--- config.mk ---
export PLATFORM = sky130hd
export DESIGN_NAME = swp_ctrl
export DESIGN_NICKNAME = d
export VERILOG_FILES = /design/src/hw/swp_pkg.sv /design/src/hw/swp_ctrl.sv
export SDC_FILE = /design/constraint.sdc
export NUM_CORES = 1
export LEC_CHECK = 0
export ABC_AREA = 1
export BUFFER_PORTS_ARGS = -buffer_cell sky130_fd_sc_hd__buf_2
export CAP_MARGIN = 10
export CORE_ASPECT_RATIO = 1.2
export CORE_UTILIZATION = 45
export DETAILED_ROUTE_END_ITERATION = 7
export GPL_TIMING_DRIVEN = 0
export PLACE_DENSITY = 0.67
export RECOVER_POWER = 100
export SYNTH_ARGS = -nofsm -noshare
export SYNTH_HDL_FRONTEND = slang
export SYNTH_SLANG_ARGS = --single-unit
--- constraint.sdc ---
create_clock -name i_clk -period 4.3 [get_ports i_clk]
set_input_delay 0.43 -clock i_clk [delete_from_list [all_inputs] [get_ports i_clk]]
set_output_delay 0.43 -clock i_clk [all_outputs]
set_load 0.02 [all_outputs]
--- src/hw/swp_pkg.sv ---
// constants, carriers and state record of the sleep/wakeup power controller
// assumes a single 125 MHz clock and an apb master on the register side
package swp_pkg;
    localparam int unsigned CLK_HZ   = 125_000_000;
    localparam int unsigned SLOW_HZ  = 32_768;
    localparam int unsigned SLOW_DIV = CLK_HZ / SLOW_HZ;
    localparam logic [11:0] SLOW_DIV_LAST = 12'(SLOW_DIV - 1);

    localparam logic [7:0] A_CTRL     = 8'h00;
    localparam logic [7:0] A_STATUS   = 8'h04;
    localparam logic [7:0] A_WAKE_EN  = 8'h08;
    localparam logic [7:0] A_WAKE_PND = 8'h0c;
    localparam logic [7:0] A_PIN_EN   = 8'h10;
    localparam logic [7:0] A_PIN_RISE = 8'h14;
    localparam logic [7:0] A_CMP_CFG  = 8'h18;
    localparam logic [7:0] A_T0_LO    = 8'h1c;
    localparam logic [7:0] A_T0_HI    = 8'h20;
    localparam logic [7:0] A_T1_LO    = 8'h24;
    localparam logic [7:0] A_T1_HI    = 8'h28;
    localparam logic [7:0] A_PC_CMP   = 8'h2c;
    localparam logic [7:0] A_GPIO_OUT = 8'h30;
    localparam logic [7:0] A_GPIO_PU  = 8'h34;
    localparam logic [7:0] A_PC_CNT   = 8'h38;

    // ctrl bits: 0 doze, 1 sleep, 2 deep sleep, 3 keep ram, 4 slow osc off in sleep
    localparam int B_DOZE = 0;
    localparam int B_SLEEP = 1;
    localparam int B_DEEP = 2;
    localparam int B_RAM_KEEP = 3;
    localparam int B_OSC_OFF = 4;
    // wake source bits
    localparam int W_PIN = 0;
    localparam int W_T0 = 1;
    localparam int W_T1 = 2;
    localparam int W_PC0 = 3;
    localparam int W_PC1 = 4;
    localparam int W_CMP = 5;
    localparam int NPIN = 20;

    typedef enum logic [5:0] {
        ST_ACTIVE = 6'h01,
        ST_DOZE   = 6'h02,
        ST_SLEEP  = 6'h04,
        ST_DEEP   = 6'h08,
        ST_CHK    = 6'h10,
        ST_OSC    = 6'h20
    } swp_st_t;

    typedef struct packed {
        logic        psel;
        logic        penable;
        logic        pwrite;
        logic [7:0]  paddr;
        logic [31:0] pwdata;
    } swp_apb_req_t;

    typedef struct packed {
        logic dig_on;
        logic ram_on;
        logic radio_on;
        logic slow_on;
        logic frc_on;
        logic cpu_rst_n;
        logic cpu_doze;
        logic io_hold;
    } swp_pwr_t;

    // comparator setup: enable, low power, negative source, positive source, hysteresis, rising edge
    typedef struct packed {
        logic       enable;
        logic       low_power;
        logic [1:0] neg_sel;
        logic       pos_sel;
        logic [1:0] hyst;
        logic       rise;
    } swp_cmp_cfg_t;

    localparam swp_pwr_t PWR_ACTIVE = '{dig_on:1'b1, ram_on:1'b1, slow_on:1'b1, frc_on:1'b1,
                                        cpu_rst_n:1'b1, default:1'b0};

    typedef struct packed {
        swp_st_t       st;
        swp_pwr_t      pwr;
        logic          ram_keep;
        logic          osc_off;
        logic          from_sleep;
        logic [5:0]    wake_en;
        logic [5:0]    pend;
        logic [19:0]   pin_en;
        logic [19:0]   pin_rise;
        logic [19:0]   pin_prev;
        logic [19:0]   gout;
        logic [19:0]   gpu;
        swp_cmp_cfg_t  cmp;
        logic          cmp_prev;
        logic [40:0]   t0;
        logic [40:0]   t1;
        logic [40:0]   tc0;
        logic [40:0]   tc1;
        logic [15:0]   pc0;
        logic [15:0]   pc1;
        logic [31:0]   pcc;
        logic [1:0]    pc_prev;
        logic [11:0]   div;
        logic          slow_tick;
        logic          pready;
        logic          pslverr;
        logic [31:0]   prdata;
    } swp_state_t;

    localparam swp_state_t SWP_STATE_RST = '{st:ST_ACTIVE, pwr:PWR_ACTIVE, default:'0};
endpackage : swp_pkg

--- src/hw/swp_ctrl.sv ---
// sleep/wakeup power controller: power modes, wake sources, restart sequence
// assumes apb master on the register side and inputs synchronous to i_clk
//
// What this block does
// - three modes: active, sleep, deep sleep
// - cpu doze in active, any irq ends it
// - pins keep output and pullup while sleeping
// - optional ram retention, else ram off
// - slow osc may stop, restarts on wake
// - sleep wakes only on enabled six sources
// - pending wakes persist, software clears first
// - wake: supply check, fast osc, then cpu
// - status shows reset came from sleep
// - two 41-bit slow counters, keep counting
// - both counters run, also in sleep unless slow osc off
// - pin edge wake, selectable rising/falling
// - two 16-bit pulse counters, never stop
// - pulse counters wake without slow osc
// - deep sleep: domains off, slow osc off
// - deep exit by pin/comparator, cold start
// - comparator low-power edge wakes sleep
// - comparator input selects and hysteresis
// - comparator readable, can be disabled
// - logic and radio domains off in sleep
// - supply domain always on, parts switchable
`timescale 1ns/1ps
module swp_ctrl (
    input  wire logic                  i_clk,
    input  wire logic                  i_arst_n,
    input  wire swp_pkg::swp_apb_req_t i_apb,
    output logic                       o_pready,
    output logic                       o_pslverr,
    output logic [31:0]                o_prdata,
    input  wire logic [19:0]           i_gpio_in,
    output logic [19:0]                o_gpio_out,
    output logic [19:0]                o_gpio_pu,
    input  wire logic                  i_cmp_out,
    output swp_pkg::swp_cmp_cfg_t      o_cmp_cfg,
    input  wire logic [1:0]            i_pulse,
    input  wire logic                  i_irq_any,
    input  wire logic                  i_radio_req,
    input  wire logic                  i_svm_ok,
    input  wire logic                  i_frc_stable,
    output swp_pkg::swp_pwr_t          o_pwr
);
    import swp_pkg::*;

    swp_state_t r;
    swp_state_t n;
    logic       wr;
    logic       setup;
    logic       pend_clr;
    logic [5:0] ev;
    logic [19:0] pin_hit;
    logic       cmp_edge;
    logic       wake;

    always_comb
    begin
        n = r;
        setup = i_apb.psel && !i_apb.penable;
        wr = i_apb.psel && i_apb.penable && r.pready && i_apb.pwrite;
        pend_clr = wr && (i_apb.paddr == A_WAKE_PND);
        ev = '0;

        // slow tick only while the 32k oscillator is powered
        n.slow_tick = 1'b0;
        if (r.pwr.slow_on)
        begin
            n.div = (r.div == SLOW_DIV_LAST) ? 12'h000 : r.div + 12'h001;
            n.slow_tick = (r.div == SLOW_DIV_LAST);
        end

        if (r.slow_tick)
        begin
            n.t0 = r.t0 + 41'h1;
            n.t1 = r.t1 + 41'h1;
            ev[W_T0] = (r.t0 == r.tc0);
            ev[W_T1] = (r.t1 == r.tc1);
        end

        // pulse counters run off the raw input, no slow clock needed
        n.pc_prev = i_pulse;
        if (i_pulse[0] && !r.pc_prev[0])
        begin
            n.pc0 = r.pc0 + 16'h0001;
            ev[W_PC0] = (r.pc0 + 16'h0001 == r.pcc[15:0]);
        end
        if (i_pulse[1] && !r.pc_prev[1])
        begin
            n.pc1 = r.pc1 + 16'h0001;
            ev[W_PC1] = (r.pc1 + 16'h0001 == r.pcc[31:16]);
        end

        // edge detection stays live even when the pin serves another function
        n.pin_prev = i_gpio_in;
        pin_hit = r.pin_en & ((r.pin_rise & i_gpio_in & ~r.pin_prev)
                  | (~r.pin_rise & ~i_gpio_in & r.pin_prev));
        ev[W_PIN] = |pin_hit;

        // in sleep the comparator may raise a wake only when set to low power
        n.cmp_prev = i_cmp_out;
        cmp_edge = r.cmp.enable && (i_cmp_out != r.cmp_prev) && (i_cmp_out == r.cmp.rise);
        ev[W_CMP] = cmp_edge && (r.pwr.dig_on || r.cmp.low_power);

        // hardware set wins over a software clear in the same cycle
        n.pend = (r.pend & ~(pend_clr ? i_apb.pwdata[5:0] : 6'h00)) | ev;
        wake = |(r.pend & r.wake_en);

        if (wr)
        begin
            unique case (i_apb.paddr)
                A_CTRL:
                begin
                    n.ram_keep = i_apb.pwdata[B_RAM_KEEP];
                    n.osc_off = i_apb.pwdata[B_OSC_OFF];
                end
                A_WAKE_EN:  n.wake_en = i_apb.pwdata[5:0];
                A_PIN_EN:   n.pin_en = i_apb.pwdata[19:0];
                A_PIN_RISE: n.pin_rise = i_apb.pwdata[19:0];
                A_CMP_CFG:  n.cmp = i_apb.pwdata[7:0];
                A_T0_LO:    n.tc0[31:0] = i_apb.pwdata;
                A_T0_HI:    n.tc0[40:32] = i_apb.pwdata[8:0];
                A_T1_LO:    n.tc1[31:0] = i_apb.pwdata;
                A_T1_HI:    n.tc1[40:32] = i_apb.pwdata[8:0];
                A_PC_CMP:   n.pcc = i_apb.pwdata;
                // pin latches only move while awake, so sleep sees them frozen
                A_GPIO_OUT: if (!r.pwr.io_hold) n.gout = i_apb.pwdata[19:0];
                A_GPIO_PU:  if (!r.pwr.io_hold) n.gpu = i_apb.pwdata[19:0];
                default:    n.pcc = r.pcc;
            endcase
        end

        unique case (r.st)
            ST_ACTIVE:
            begin
                // mode requests take effect with the write itself
                if (wr && i_apb.paddr == A_CTRL)
                begin
                    if (i_apb.pwdata[B_DEEP])
                        n.st = ST_DEEP;
                    else if (i_apb.pwdata[B_SLEEP])
                        n.st = ST_SLEEP;
                    else if (i_apb.pwdata[B_DOZE])
                        n.st = ST_DOZE;
                end
            end
            ST_DOZE:
                if (i_irq_any)
                    n.st = ST_ACTIVE;
            ST_SLEEP:
                if (wake)
                    n.st = ST_CHK;
            ST_DEEP:
                if (|(r.pend & r.wake_en & 6'h21))
                begin
                    // cold start: nothing survives a deep sleep
                    n = SWP_STATE_RST;
                    n.st = ST_CHK;
                end
            ST_CHK:
                if (i_svm_ok)
                    n.st = ST_OSC;
            ST_OSC:
                if (i_frc_stable)
                begin
                    n.st = ST_ACTIVE;
                end
        endcase
        if (r.st == ST_DEEP && n.st == ST_CHK)
            n.from_sleep = 1'b0;
        if (r.st == ST_SLEEP)
            n.from_sleep = 1'b1;
        if (rd_status_clear(wr, i_apb.paddr))
            n.from_sleep = i_apb.pwdata[0] ? 1'b0 : n.from_sleep;

        // domain switches follow the next state so they move with it
        n.pwr = PWR_ACTIVE;
        unique case (n.st)
            ST_ACTIVE:
                n.pwr.radio_on = i_radio_req;
            ST_DOZE:
            begin
                n.pwr.cpu_doze = 1'b1;
                n.pwr.radio_on = i_radio_req;
            end
            ST_SLEEP:
            begin
                n.pwr = '0;
                // options written with the sleep request itself apply at once
                n.pwr.ram_on = n.ram_keep;
                n.pwr.slow_on = !n.osc_off;
                n.pwr.io_hold = 1'b1;
            end
            ST_DEEP:
            begin
                n.pwr = '0;
                n.pwr.io_hold = 1'b1;
            end
            ST_CHK:
            begin
                n.pwr = '0;
                n.pwr.ram_on = n.ram_keep;
                n.pwr.slow_on = 1'b1;
                n.pwr.io_hold = 1'b1;
            end
            ST_OSC:
            begin
                n.pwr = '0;
                n.pwr.ram_on = n.ram_keep;
                n.pwr.slow_on = 1'b1;
                n.pwr.frc_on = 1'b1;
                n.pwr.io_hold = 1'b1;
            end
        endcase

        // single-cycle access phase: pready is raised from the setup cycle
        n.pready = setup;
        n.pslverr = 1'b0;
        n.prdata = '0;
        if (setup)
        begin
            unique case (i_apb.paddr)
                A_CTRL:     n.prdata = {27'h0, r.osc_off, r.ram_keep, 3'h0};
                A_STATUS:   n.prdata = {22'h0, i_cmp_out, r.from_sleep, 2'h0, r.st};
                A_WAKE_EN:  n.prdata = {26'h0, r.wake_en};
                A_WAKE_PND: n.prdata = {26'h0, r.pend};
                A_PIN_EN:   n.prdata = {12'h0, r.pin_en};
                A_PIN_RISE: n.prdata = {12'h0, r.pin_rise};
                A_CMP_CFG:  n.prdata = {24'h0, r.cmp};
                A_T0_LO:    n.prdata = r.t0[31:0];
                A_T0_HI:    n.prdata = {23'h0, r.t0[40:32]};
                A_T1_LO:    n.prdata = r.t1[31:0];
                A_T1_HI:    n.prdata = {23'h0, r.t1[40:32]};
                A_PC_CMP:   n.prdata = r.pcc;
                A_GPIO_OUT: n.prdata = {12'h0, r.gout};
                A_GPIO_PU:  n.prdata = {12'h0, r.gpu};
                A_PC_CNT:   n.prdata = {r.pc1, r.pc0};
                default:    n.pslverr = 1'b1;
            endcase
        end
    end

    // status write of bit 0 acknowledges the from-sleep flag
    function automatic logic rd_status_clear(input logic w, input logic [7:0] a);
        rd_status_clear = w && (a == A_STATUS);
    endfunction : rd_status_clear

    always_ff @(posedge i_clk or negedge i_arst_n)
    begin
        if (!i_arst_n)
            r <= SWP_STATE_RST;
        else
            r <= n;
    end

    // pin latches only move while awake, so sleep sees them frozen
    assign o_gpio_out = r.gout;
    assign o_gpio_pu = r.gpu;
    assign o_cmp_cfg = r.cmp;
    assign o_pwr = r.pwr;
    assign o_pready = r.pready;
    assign o_pslverr = r.pslverr;
    assign o_prdata = r.prdata;

    doze_exit_a: assert property (@(posedge i_clk) disable iff (!i_arst_n)
        r.st == ST_DOZE && i_irq_any |=> r.st == ST_ACTIVE)
        else $error("doze not ended by interrupt");
    io_hold_a: assert property (@(posedge i_clk) disable iff (!i_arst_n)
        r.st == ST_SLEEP |=> $stable(o_gpio_out) && $stable(o_gpio_pu))
        else $error("pin state moved during sleep");
    ram_pwr_a: assert property (@(posedge i_clk) disable iff (!i_arst_n)
        r.st == ST_SLEEP |-> o_pwr.ram_on == r.ram_keep && !o_pwr.dig_on)
        else $error("ram or logic domain wrong in sleep");
    osc_restart_a: assert property (@(posedge i_clk) disable iff (!i_arst_n)
        r.st == ST_SLEEP && wake |=> o_pwr.slow_on && r.st == ST_CHK)
        else $error("slow oscillator not restarted on wake");
    no_wake_a: assert property (@(posedge i_clk) disable iff (!i_arst_n)
        r.st == ST_SLEEP && !wake |=> r.st == ST_SLEEP)
        else $error("woke without enabled pending source");
    pend_keep_a: assert property (@(posedge i_clk) disable iff (!i_arst_n)
        !pend_clr && r.st != ST_DEEP |=> (r.pend & $past(r.pend)) == $past(r.pend))
        else $error("pending wake lost without clear");
    cpu_order_a: assert property (@(posedge i_clk) disable iff (!i_arst_n)
        $rose(o_pwr.cpu_rst_n) |-> $past(i_frc_stable) && $past(r.st) == ST_OSC)
        else $error("cpu released before fast oscillator stable");
    tmr_run_a: assert property (@(posedge i_clk) disable iff (!i_arst_n)
        r.slow_tick && r.st != ST_DEEP |=> r.t0 == $past(r.t0) + 41'h1)
        else $error("wakeup counter did not advance");
    deep_off_a: assert property (@(posedge i_clk) disable iff (!i_arst_n)
        r.st == ST_DEEP |-> !o_pwr.slow_on && !o_pwr.dig_on && !o_pwr.ram_on && o_pwr.io_hold)
        else $error("domain left on in deep sleep");
    mode_onehot_a: assert property (@(posedge i_clk) disable iff (!i_arst_n)
        $onehot(r.st))
        else $error("mode register not one-hot");
    wake_seq_a: assert property (@(posedge i_clk) disable iff (!i_arst_n)
        r.st == ST_CHK |-> !o_pwr.frc_on && !o_pwr.cpu_rst_n && !o_pwr.dig_on)
        else $error("cpu system powered before supply check");
    sleep_mark_a: assert property (@(posedge i_clk) disable iff (!i_arst_n)
        r.st == ST_SLEEP |=> r.from_sleep)
        else $error("sleep visit not recorded");
    slow_keep_a: assert property (@(posedge i_clk) disable iff (!i_arst_n)
        r.st == ST_SLEEP && !r.osc_off |-> o_pwr.slow_on)
        else $error("slow oscillator stopped in sleep");
    pin_wake_a: assert property (@(posedge i_clk) disable iff (!i_arst_n)
        r.st != ST_DEEP && |pin_hit |=> r.pend[W_PIN])
        else $error("pin edge not latched as pending");
    pulse_run_a: assert property (@(posedge i_clk) disable iff (!i_arst_n)
        r.st != ST_DEEP && i_pulse[0] && !r.pc_prev[0] |=> r.pc0 == $past(r.pc0) + 16'h0001)
        else $error("pulse counter missed an edge");
    deep_exit_a: assert property (@(posedge i_clk) disable iff (!i_arst_n)
        r.st == ST_DEEP && |(r.pend & r.wake_en & 6'h21)
        |=> r.st == ST_CHK && !r.from_sleep && r.wake_en == 6'h00)
        else $error("deep sleep exit kept earlier state");
    deep_stay_a: assert property (@(posedge i_clk) disable iff (!i_arst_n)
        r.st == ST_DEEP && !(|(r.pend & r.wake_en & 6'h21)) |=> r.st == ST_DEEP)
        else $error("deep sleep left without enabled pin or comparator");
    cmp_wake_a: assert property (@(posedge i_clk) disable iff (!i_arst_n)
        r.st == ST_SLEEP && !wake && cmp_edge && r.cmp.low_power && r.wake_en[W_CMP]
        |=> ##1 r.st == ST_CHK)
        else $error("comparator edge did not wake sleep");
    domains_off_a: assert property (@(posedge i_clk) disable iff (!i_arst_n)
        r.st == ST_SLEEP || r.st == ST_DEEP |-> !o_pwr.dig_on && !o_pwr.radio_on)
        else $error("logic or radio domain on while asleep");
endmodule : swp_ctrl

==> impl_metrics.toml, run 1 <==
[power]
p_switching_mw = 3.06
power_leakage_nw = 12.1
power_switching_share = 0.302
clkPwrFrac = 0.426
irDropWorstVdd_uv = 325
comb_power_share = 0.150
p_seq_frac = 0.423
powerDensity_nw_per_um2 = 392
p_int_mw = 7.08

[synthesis]
yosys.area.top_type = "dfrtp_1"
synth_edf_count = 0
asyncSetResetFlopFracSynth = 1.00
synth-main-ff-cell = "dfrtp_1"
synth_adder_area_share = 0.00328
synth.top_cell.area_share = 0.447
synthCells = 2939
synth_seq_cells = 415
syn_area_per_cell_um2 = 7.78
synth_top_family_by_area = "simple AND/OR/NAND/NOR gates"
syn-num-nets = 3017
synth.area.top_cells = "dfrtp_1 45%, nand2_1 7.4%, o21ai_0 6.3%"
yosys_warnings = 0
synth_mux_area_frac = 0
synth-xor-area-share = 0.0287
synthesis.area_um2 = 22900
ys_types = 51
ys_seq_area_frac = 0.454
yosys.area_share.simple = 0.207
synth_compound_area_frac = 0.191

[route]
ant_nets = 0
routedWlPerCell_um = 24.5
vias_per_cell = 5.85
first_iter_violations = 2361
wirelength_um = 93900
num_vias = 22437
drc = 0
dr.pass1.iters = 6

[floorplanning]
start_util = 0.456
die_w_um = 208
die_h_um = 249
design.die.area_um2 = 51800
fp-row-count = 90
coreArea_um2 = 50200
pin_count = 162

[sta]
whs_ns = 0.0513
drv_slew = 111
rsz0062_at_grt = "no"
max_freq_mhz = 303
setup_viol = 0
slew-limit-headroom = -0.0689
hold_viol_final = 0
post-route-period-util = 0.767
tightest_slew_ns = 1.60
skew_ns = 0.0225
period_minus_slack_ns = 3.30

[setup_path]
rr_startpoint = "r[386]$_DFF_PN0_"
cp-start-kind = "flip-flop"
crit_path_end = "r[273]$_DFF_PN0_"
crit-reg2reg-capture = "r[273]$_DFF_PN0_"
arrival_ns = 3.75
path_cells = "inv_1 > o21ai_0 > nand2_1 > inv_1 > buf_2 > buf_2 > nor2_1"
slowest_stage = "inv_1"
reg2reg_depth = 7
cpPeakStageDelay_ns = 0.68
startpoint = "r[386]$_DFF_PN0_"
crit_fanout = 10
reg2reg_slack_ns = 1.00
worstPathRequired_ns = 4.75
worstSetupPathType = "reg -> reg"
endpoint_kind = "flip-flop"

[outcome]
violations = "capacitance limit, slew limit"
status = "finished with violations"

[grt]
overflow = 0
grt_pass1_wl_um = 138000
grt_pass1_vias = 21751
antenna_found_initial = 3
track_usage = 0.361
grt_max_degree = 111

[clocking]
cts_tree = "built"
root_buffer = "clkbuf_16"
clockBufferDepth = 3
cts.clk_slew.worst_paths_ns = 0.06
cts.htree.levels = 2
clock_sinks = 415
numCtsBuffers = 47
clock_latency_ns = 0.60

[cells_and_area]
final_cells = 3833
layout-area-overhead-vs-synth_pct = 13.0
layout.nets = 3229
final_layout_size_suffix_gt1_frac = 0.0951

[placement]
dp_hpwl_um = 71300
port_buffers = 159
routabilityCongestion = 0.998
placed_cells = 3745

[worst_hold_path]
hold_class = "in -> reg"

[job]
cap_violations = 1
## power by group through the flow
stage          logic [mW]  clock network (mW)  registers [mW]
2_1_floorplan        1.00                   0            4.28
3_3_place_gp         1.48                   0            4.35
3_5_place_dp         1.51                   0            4.35
4_1_cts              1.52                4.36            4.28
5_1_grt              1.72                4.53            4.32
6_report             1.53                4.33            4.29
## worst min-delay path by stage
| stage | depth (start not counted) | end | startpoint | slack, ns |
|---|---|---|---|---|
| 2_1_floorplan | 0 | o_cmp_cfg[0]$_DFF_PN0_ | i_arst_n | 0.13 |
| 3_3_place_gp | 1 | r[44]$_DFF_PN0_ | r[44]$_DFF_PN0_ | 0.47 |
| 3_5_place_dp | 1 | r[44]$_DFF_PN0_ | r[44]$_DFF_PN0_ | 0.49 |
| 4_1_cts | 3 | r[331]$_DFF_PN0_ | i_gpio_in[5] | 0.03 |
| 5_1_grt | 3 | o_pwr[5]$_DFF_PN0_ | i_radio_req | 0.03 |
| 6_report | 3 | o_pwr[5]$_DFF_PN0_ | i_radio_req | 0.05 |
## state kept, by name, summed over array words and instances, names as in the netlist
signal      flops
r             325
o_prdata       32
o_gpio_out     20
o_gpio_pu      20
o_cmp_cfg       8
o_pwr           8
o_pready        1
o_pslverr       1
## cell usage after synthesis, types with 4 or more instances
cell and instances:
xnor2_1 15, nor3_1 69, nand2_1 454, nor2_2 10
or2_2 4, nor3_2 4, buf_4 93, a31oi_1 9
buf_2 31, buf_1 4, nand3_1 152, o21ai_0 287
and2_1 4, dfstp_2 6, a221oi_1 19, a211oi_1 14
o2111ai_1 12, dfrtp_1 409, ha_1 6, o21bai_1 7
nor2_1 319, inv_1 380, inv_2 8, a21oi_1 265
nand4_1 42, o22ai_1 70, nand3_2 4, xor2_1 60
a211oi_2 40, o211ai_1 10, clkbuf_1 80, nor4_1 14
nor2_4 5, nand3b_1 4
## cell families after synthesis
logic type / after synthesis
AND/OR/NAND/NOR: 1098
AO/OA/AOI/OAI: 746
buffers and inverters: 599
adder cells (fa/ha/maj): 6
XOR/XNOR: 75
flip-flops: 415
## through the flow
step | cell area, um2 | setup TNS (ns) | worst slack [ns] | utilization | total power, mW
3_3_place_gp | 24500 | -2302.79 | -5.68 | 0.487 | 5.83
5_1_grt | 25900 | 0 | 0.710 | 0.515 | 10.6
4_1_cts | 26200 | 0 | 1.46 | 0.522 | 10.2
2_1_floorplan | 22900 | 0 | 2.47 | - | 5.28
6_report | 25900 | 0 | 1.00 | 0.515 | 10.1
3_5_place_dp | 24600 | 0 | 1.47 | 0.489 | 5.86
## timing repair
item / CTS / global route
hold buffers: 1 / 0
hold endpoints to repair: 98 / 0
setup buffers: 0 / 0
resized for setup: 0 / 0
## worst max-delay path: cells and delay by family, from the launching register on
kind	cells	cell delay [ns]
AND/OR/NAND/NOR	2	0.40
buffers and inverters	4	1.96
flip-flops	1	0.36
AO/OA/AOI/OAI	1	0.40
## final cells by class
cell class	instances	area (um2)
inverters	390	1460
well taps	644	806
repair buffers	163	774
clock inverters	14	223
flip-flops and latches	415	10400
fillers	5004	24400
diodes	2	5.00
clock buffers	71	1410
multi-input cells	1925	9630
plain buffers	209	1160
## layer usage
| layer | global-route usage | wire length [um] | share of wire |
|---|---|---|---|
| met1 | 0.461 | 36300 | 0.39 |
| met2 | 0.577 | 43100 | 0.46 |
| met3 | 0.0579 | 7920 | 0.084 |
| met4 | 0.216 | 6560 | 0.070 |
| met5 | 0 | 13 | 0.00014 |
## cell usage in the layout (no fill, tap or decap), drive strengths merged, types with 2 or more instances in the layout
master	instances
inv	390
a41oi	3
bufinv	5
and2	4
ha	6
a221oi	19
buf	185
a21oi	265
nor4	14
o211ai	10
o2111ai	12
a211oi	54
a31oi	9
nor2	334
xnor2	15
clkinv	8
diode	2
o21ai	290
clkbuf	257
dfrtp	409
or2	5
xor2	60
nand2	458
nand4	42
o21a	2
dfstp	6
nand3b	4
nand3	156
nor3	75
nor3b	3
o22ai	70
and3	2
o21bai	7
(Power assumes the default switching activity.)
==> run 2: changes to the inputs <==
- clock period: 4.3 -> 3.4 ns (I/O delays scaled with it)
==> impl_metrics.toml, run 2 (synthesized netlist as in run 1, its figures left out) <==
[outcome]
status = "finished with violations"
violations = "capacitance limit, slew limit"

[route]
vias_per_cell = 5.84
ant_nets = 0
dr.pass1.iters = 6
wirelength_um = 94100
routedWlPerCell_um = 24.4
drc = 0
first_iter_violations = 2376
num_vias = 22499

[power]
comb_power_share = 0.151
power_switching_share = 0.302
p_switching_mw = 3.88
p_int_mw = 8.97
p_seq_frac = 0.423
power_leakage_nw = 12.2
clkPwrFrac = 0.426
irDropWorstVdd_uv = 415
powerDensity_nw_per_um2 = 493

[grt]
antenna_found_initial = 3
grt_max_degree = 111
overflow = 0
track_usage = 0.362
grt_pass1_vias = 21915
grt_pass1_wl_um = 139000

[setup_path]
endpoint_kind = "flip-flop"
reg2reg_depth = 8
crit_fanout = 10
reg2reg_slack_ns = 0.34
cp-start-kind = "flip-flop"
worstPathRequired_ns = 3.84
rr_startpoint = "o_pready$_DFF_PN0_"
worstSetupPathType = "reg -> reg"
arrival_ns = 3.50
crit-reg2reg-capture = "r[386]$_DFF_PN0_"

[clocking]
clockBufferDepth = 3
cts.htree.levels = 2
numCtsBuffers = 47
cts.clk_slew.worst_paths_ns = 0.06
cts_tree = "built"
post-cts-setup-buffers = 0
root_buffer = "clkbuf_16"
clock_latency_ns = 0.61
clock_sinks = 415

[sta]
max_freq_mhz = 327
period_minus_slack_ns = 3.06
slew-limit-headroom = -0.0553
skew_ns = 0.0283
tns_ns = 0
rsz0062_at_grt = "no"
post-route-period-util = 0.900
setup_viol = 0
tightest_slew_ns = 1.58
whs_ns = 0.0547
hold_viol_final = 0
drv_slew = 102

[cells_and_area]
nFillCells = 4974
top_register = "r"
largest_reg_flops = 325
mostFrequentLayoutCells = "456 x nand2_1, 409 x dfrtp_1, 380 x inv_1"
final_common_cell = "nand2_1"
diodes = 0
stdcell_area_um2 = 26100
layout.nets = 3252
layout-area-overhead-vs-synth_pct = 14.0
seq_area_um2 = 10400
multi_input_comb_area_um2 = 9650
final_layout_size_suffix_gt1_frac = 0.0975

[floorplanning]
die_w_um = 208
start_util = 0.456
design.die.area_um2 = 51800
fp-row-count = 90
die_h_um = 249
pin_count = 162
coreArea_um2 = 50200

[worst_hold_path]
min_to = "r[277]$_DFF_PN0_"
min_from = "i_cmp_out"
min_path_cells = 3
hold_class = "in -> reg"

[job]
cap_violations = 1

[placement]
dpl-instance-area_um2 = 24600
port_buffers = 159
routabilityCongestion = 0.998
dp_hpwl_um = 71300
run 2: cell count changes in the layout (fill, tap and decap cells not counted), sizes merged:
cell,before,now
diode,2,0
dlygate4sd3,1,24
run 2: metal layers:
| layer | wire length, um | vias up | share of wire | GRT usage |
|---|---|---|---|---|
| met3 | 7450 | 267 | 0.079 | 0.0576 |
| met5 | 13 | - | 0.00014 | 0 |
| met1 | 36900 | 10955 | 0.39 | 0.462 |
| met2 | 43100 | 1121 | 0.46 | 0.580 |
| li1 | - | 10154 | - | - |
| met4 | 6700 | 2 | 0.071 | 0.219 |
run 2: worst max-delay path by stage:
stage | startpoint | to | slack, ns | cells after the start
finish | o_pready$_DFF_PN0_ | r[386]$_DFF_PN0_ | 0.34 | 8
global route | o_pready$_DFF_PN0_ | r[56]$_DFF_PN0_ | 0.19 | 7
CTS | r[386]$_DFF_PN0_ | r[273]$_DFF_PN0_ | 0.56 | 7
detailed placement | r[386]$_DFF_PN0_ | r[389]$_DFF_PN0_ | 0.57 | 7
global placement | i_arst_n | o_gpio_out[17]$_DFF_PN0_ | -6.49 | 1
floorplan | r[195]$_DFF_PN0_ | r[221]$_DFF_PN0_ | 1.57 | 11
run 2: through the flow:
stage	total power, mW	std cells	setup slack [ns]	utilization
6_report	12.9	3854	0.340	0.520
5_1_grt	13.4	3854	0.195	0.520
4_1_cts	12.9	3854	0.555	0.527
3_5_place_dp	7.41	3745	0.574	0.489
3_3_place_gp	7.37	3742	-6.49	0.487
2_1_floorplan	6.68	2939	1.57	-
run 2: power by group through the flow:
stage,clock network [mW],registers [mW],logic [mW]
after floorplan,0,5.41,1.27
after global placement,0,5.50,1.87
after detailed placement,0,5.50,1.91
after CTS,5.52,5.42,1.94
after global routing,5.72,5.46,2.19
final,5.48,5.43,1.95
run 2: worst max-delay path, stage by stage, from the launching register on:
cell	delay [ns]
dfrtp_1	0.34
nand2_1	0.06
nor3_1	1.00
buf_6	0.33
nand2_1	0.21
o21ai_0	0.44
o2111ai_1	0.27
nor2_1	0.15
a21oi_1	0.08
run 2: area by class of cell:
cell class / count / area share
sequential: 415 / 0.398
multi-input combinational: 1925 / 0.370
inverter: 390 / 0.0561
clock buffer: 71 / 0.0539
buffer: 209 / 0.0446
timing repair buffer: 186 / 0.0378
tap: 644 / 0.0309
clock inverter: 14 / 0.00854
run 2: repair_timing:
item	in CTS	in global routing
resized for setup	0	0
endpoints found under the hold margin	121	0
hold buffers	24	0
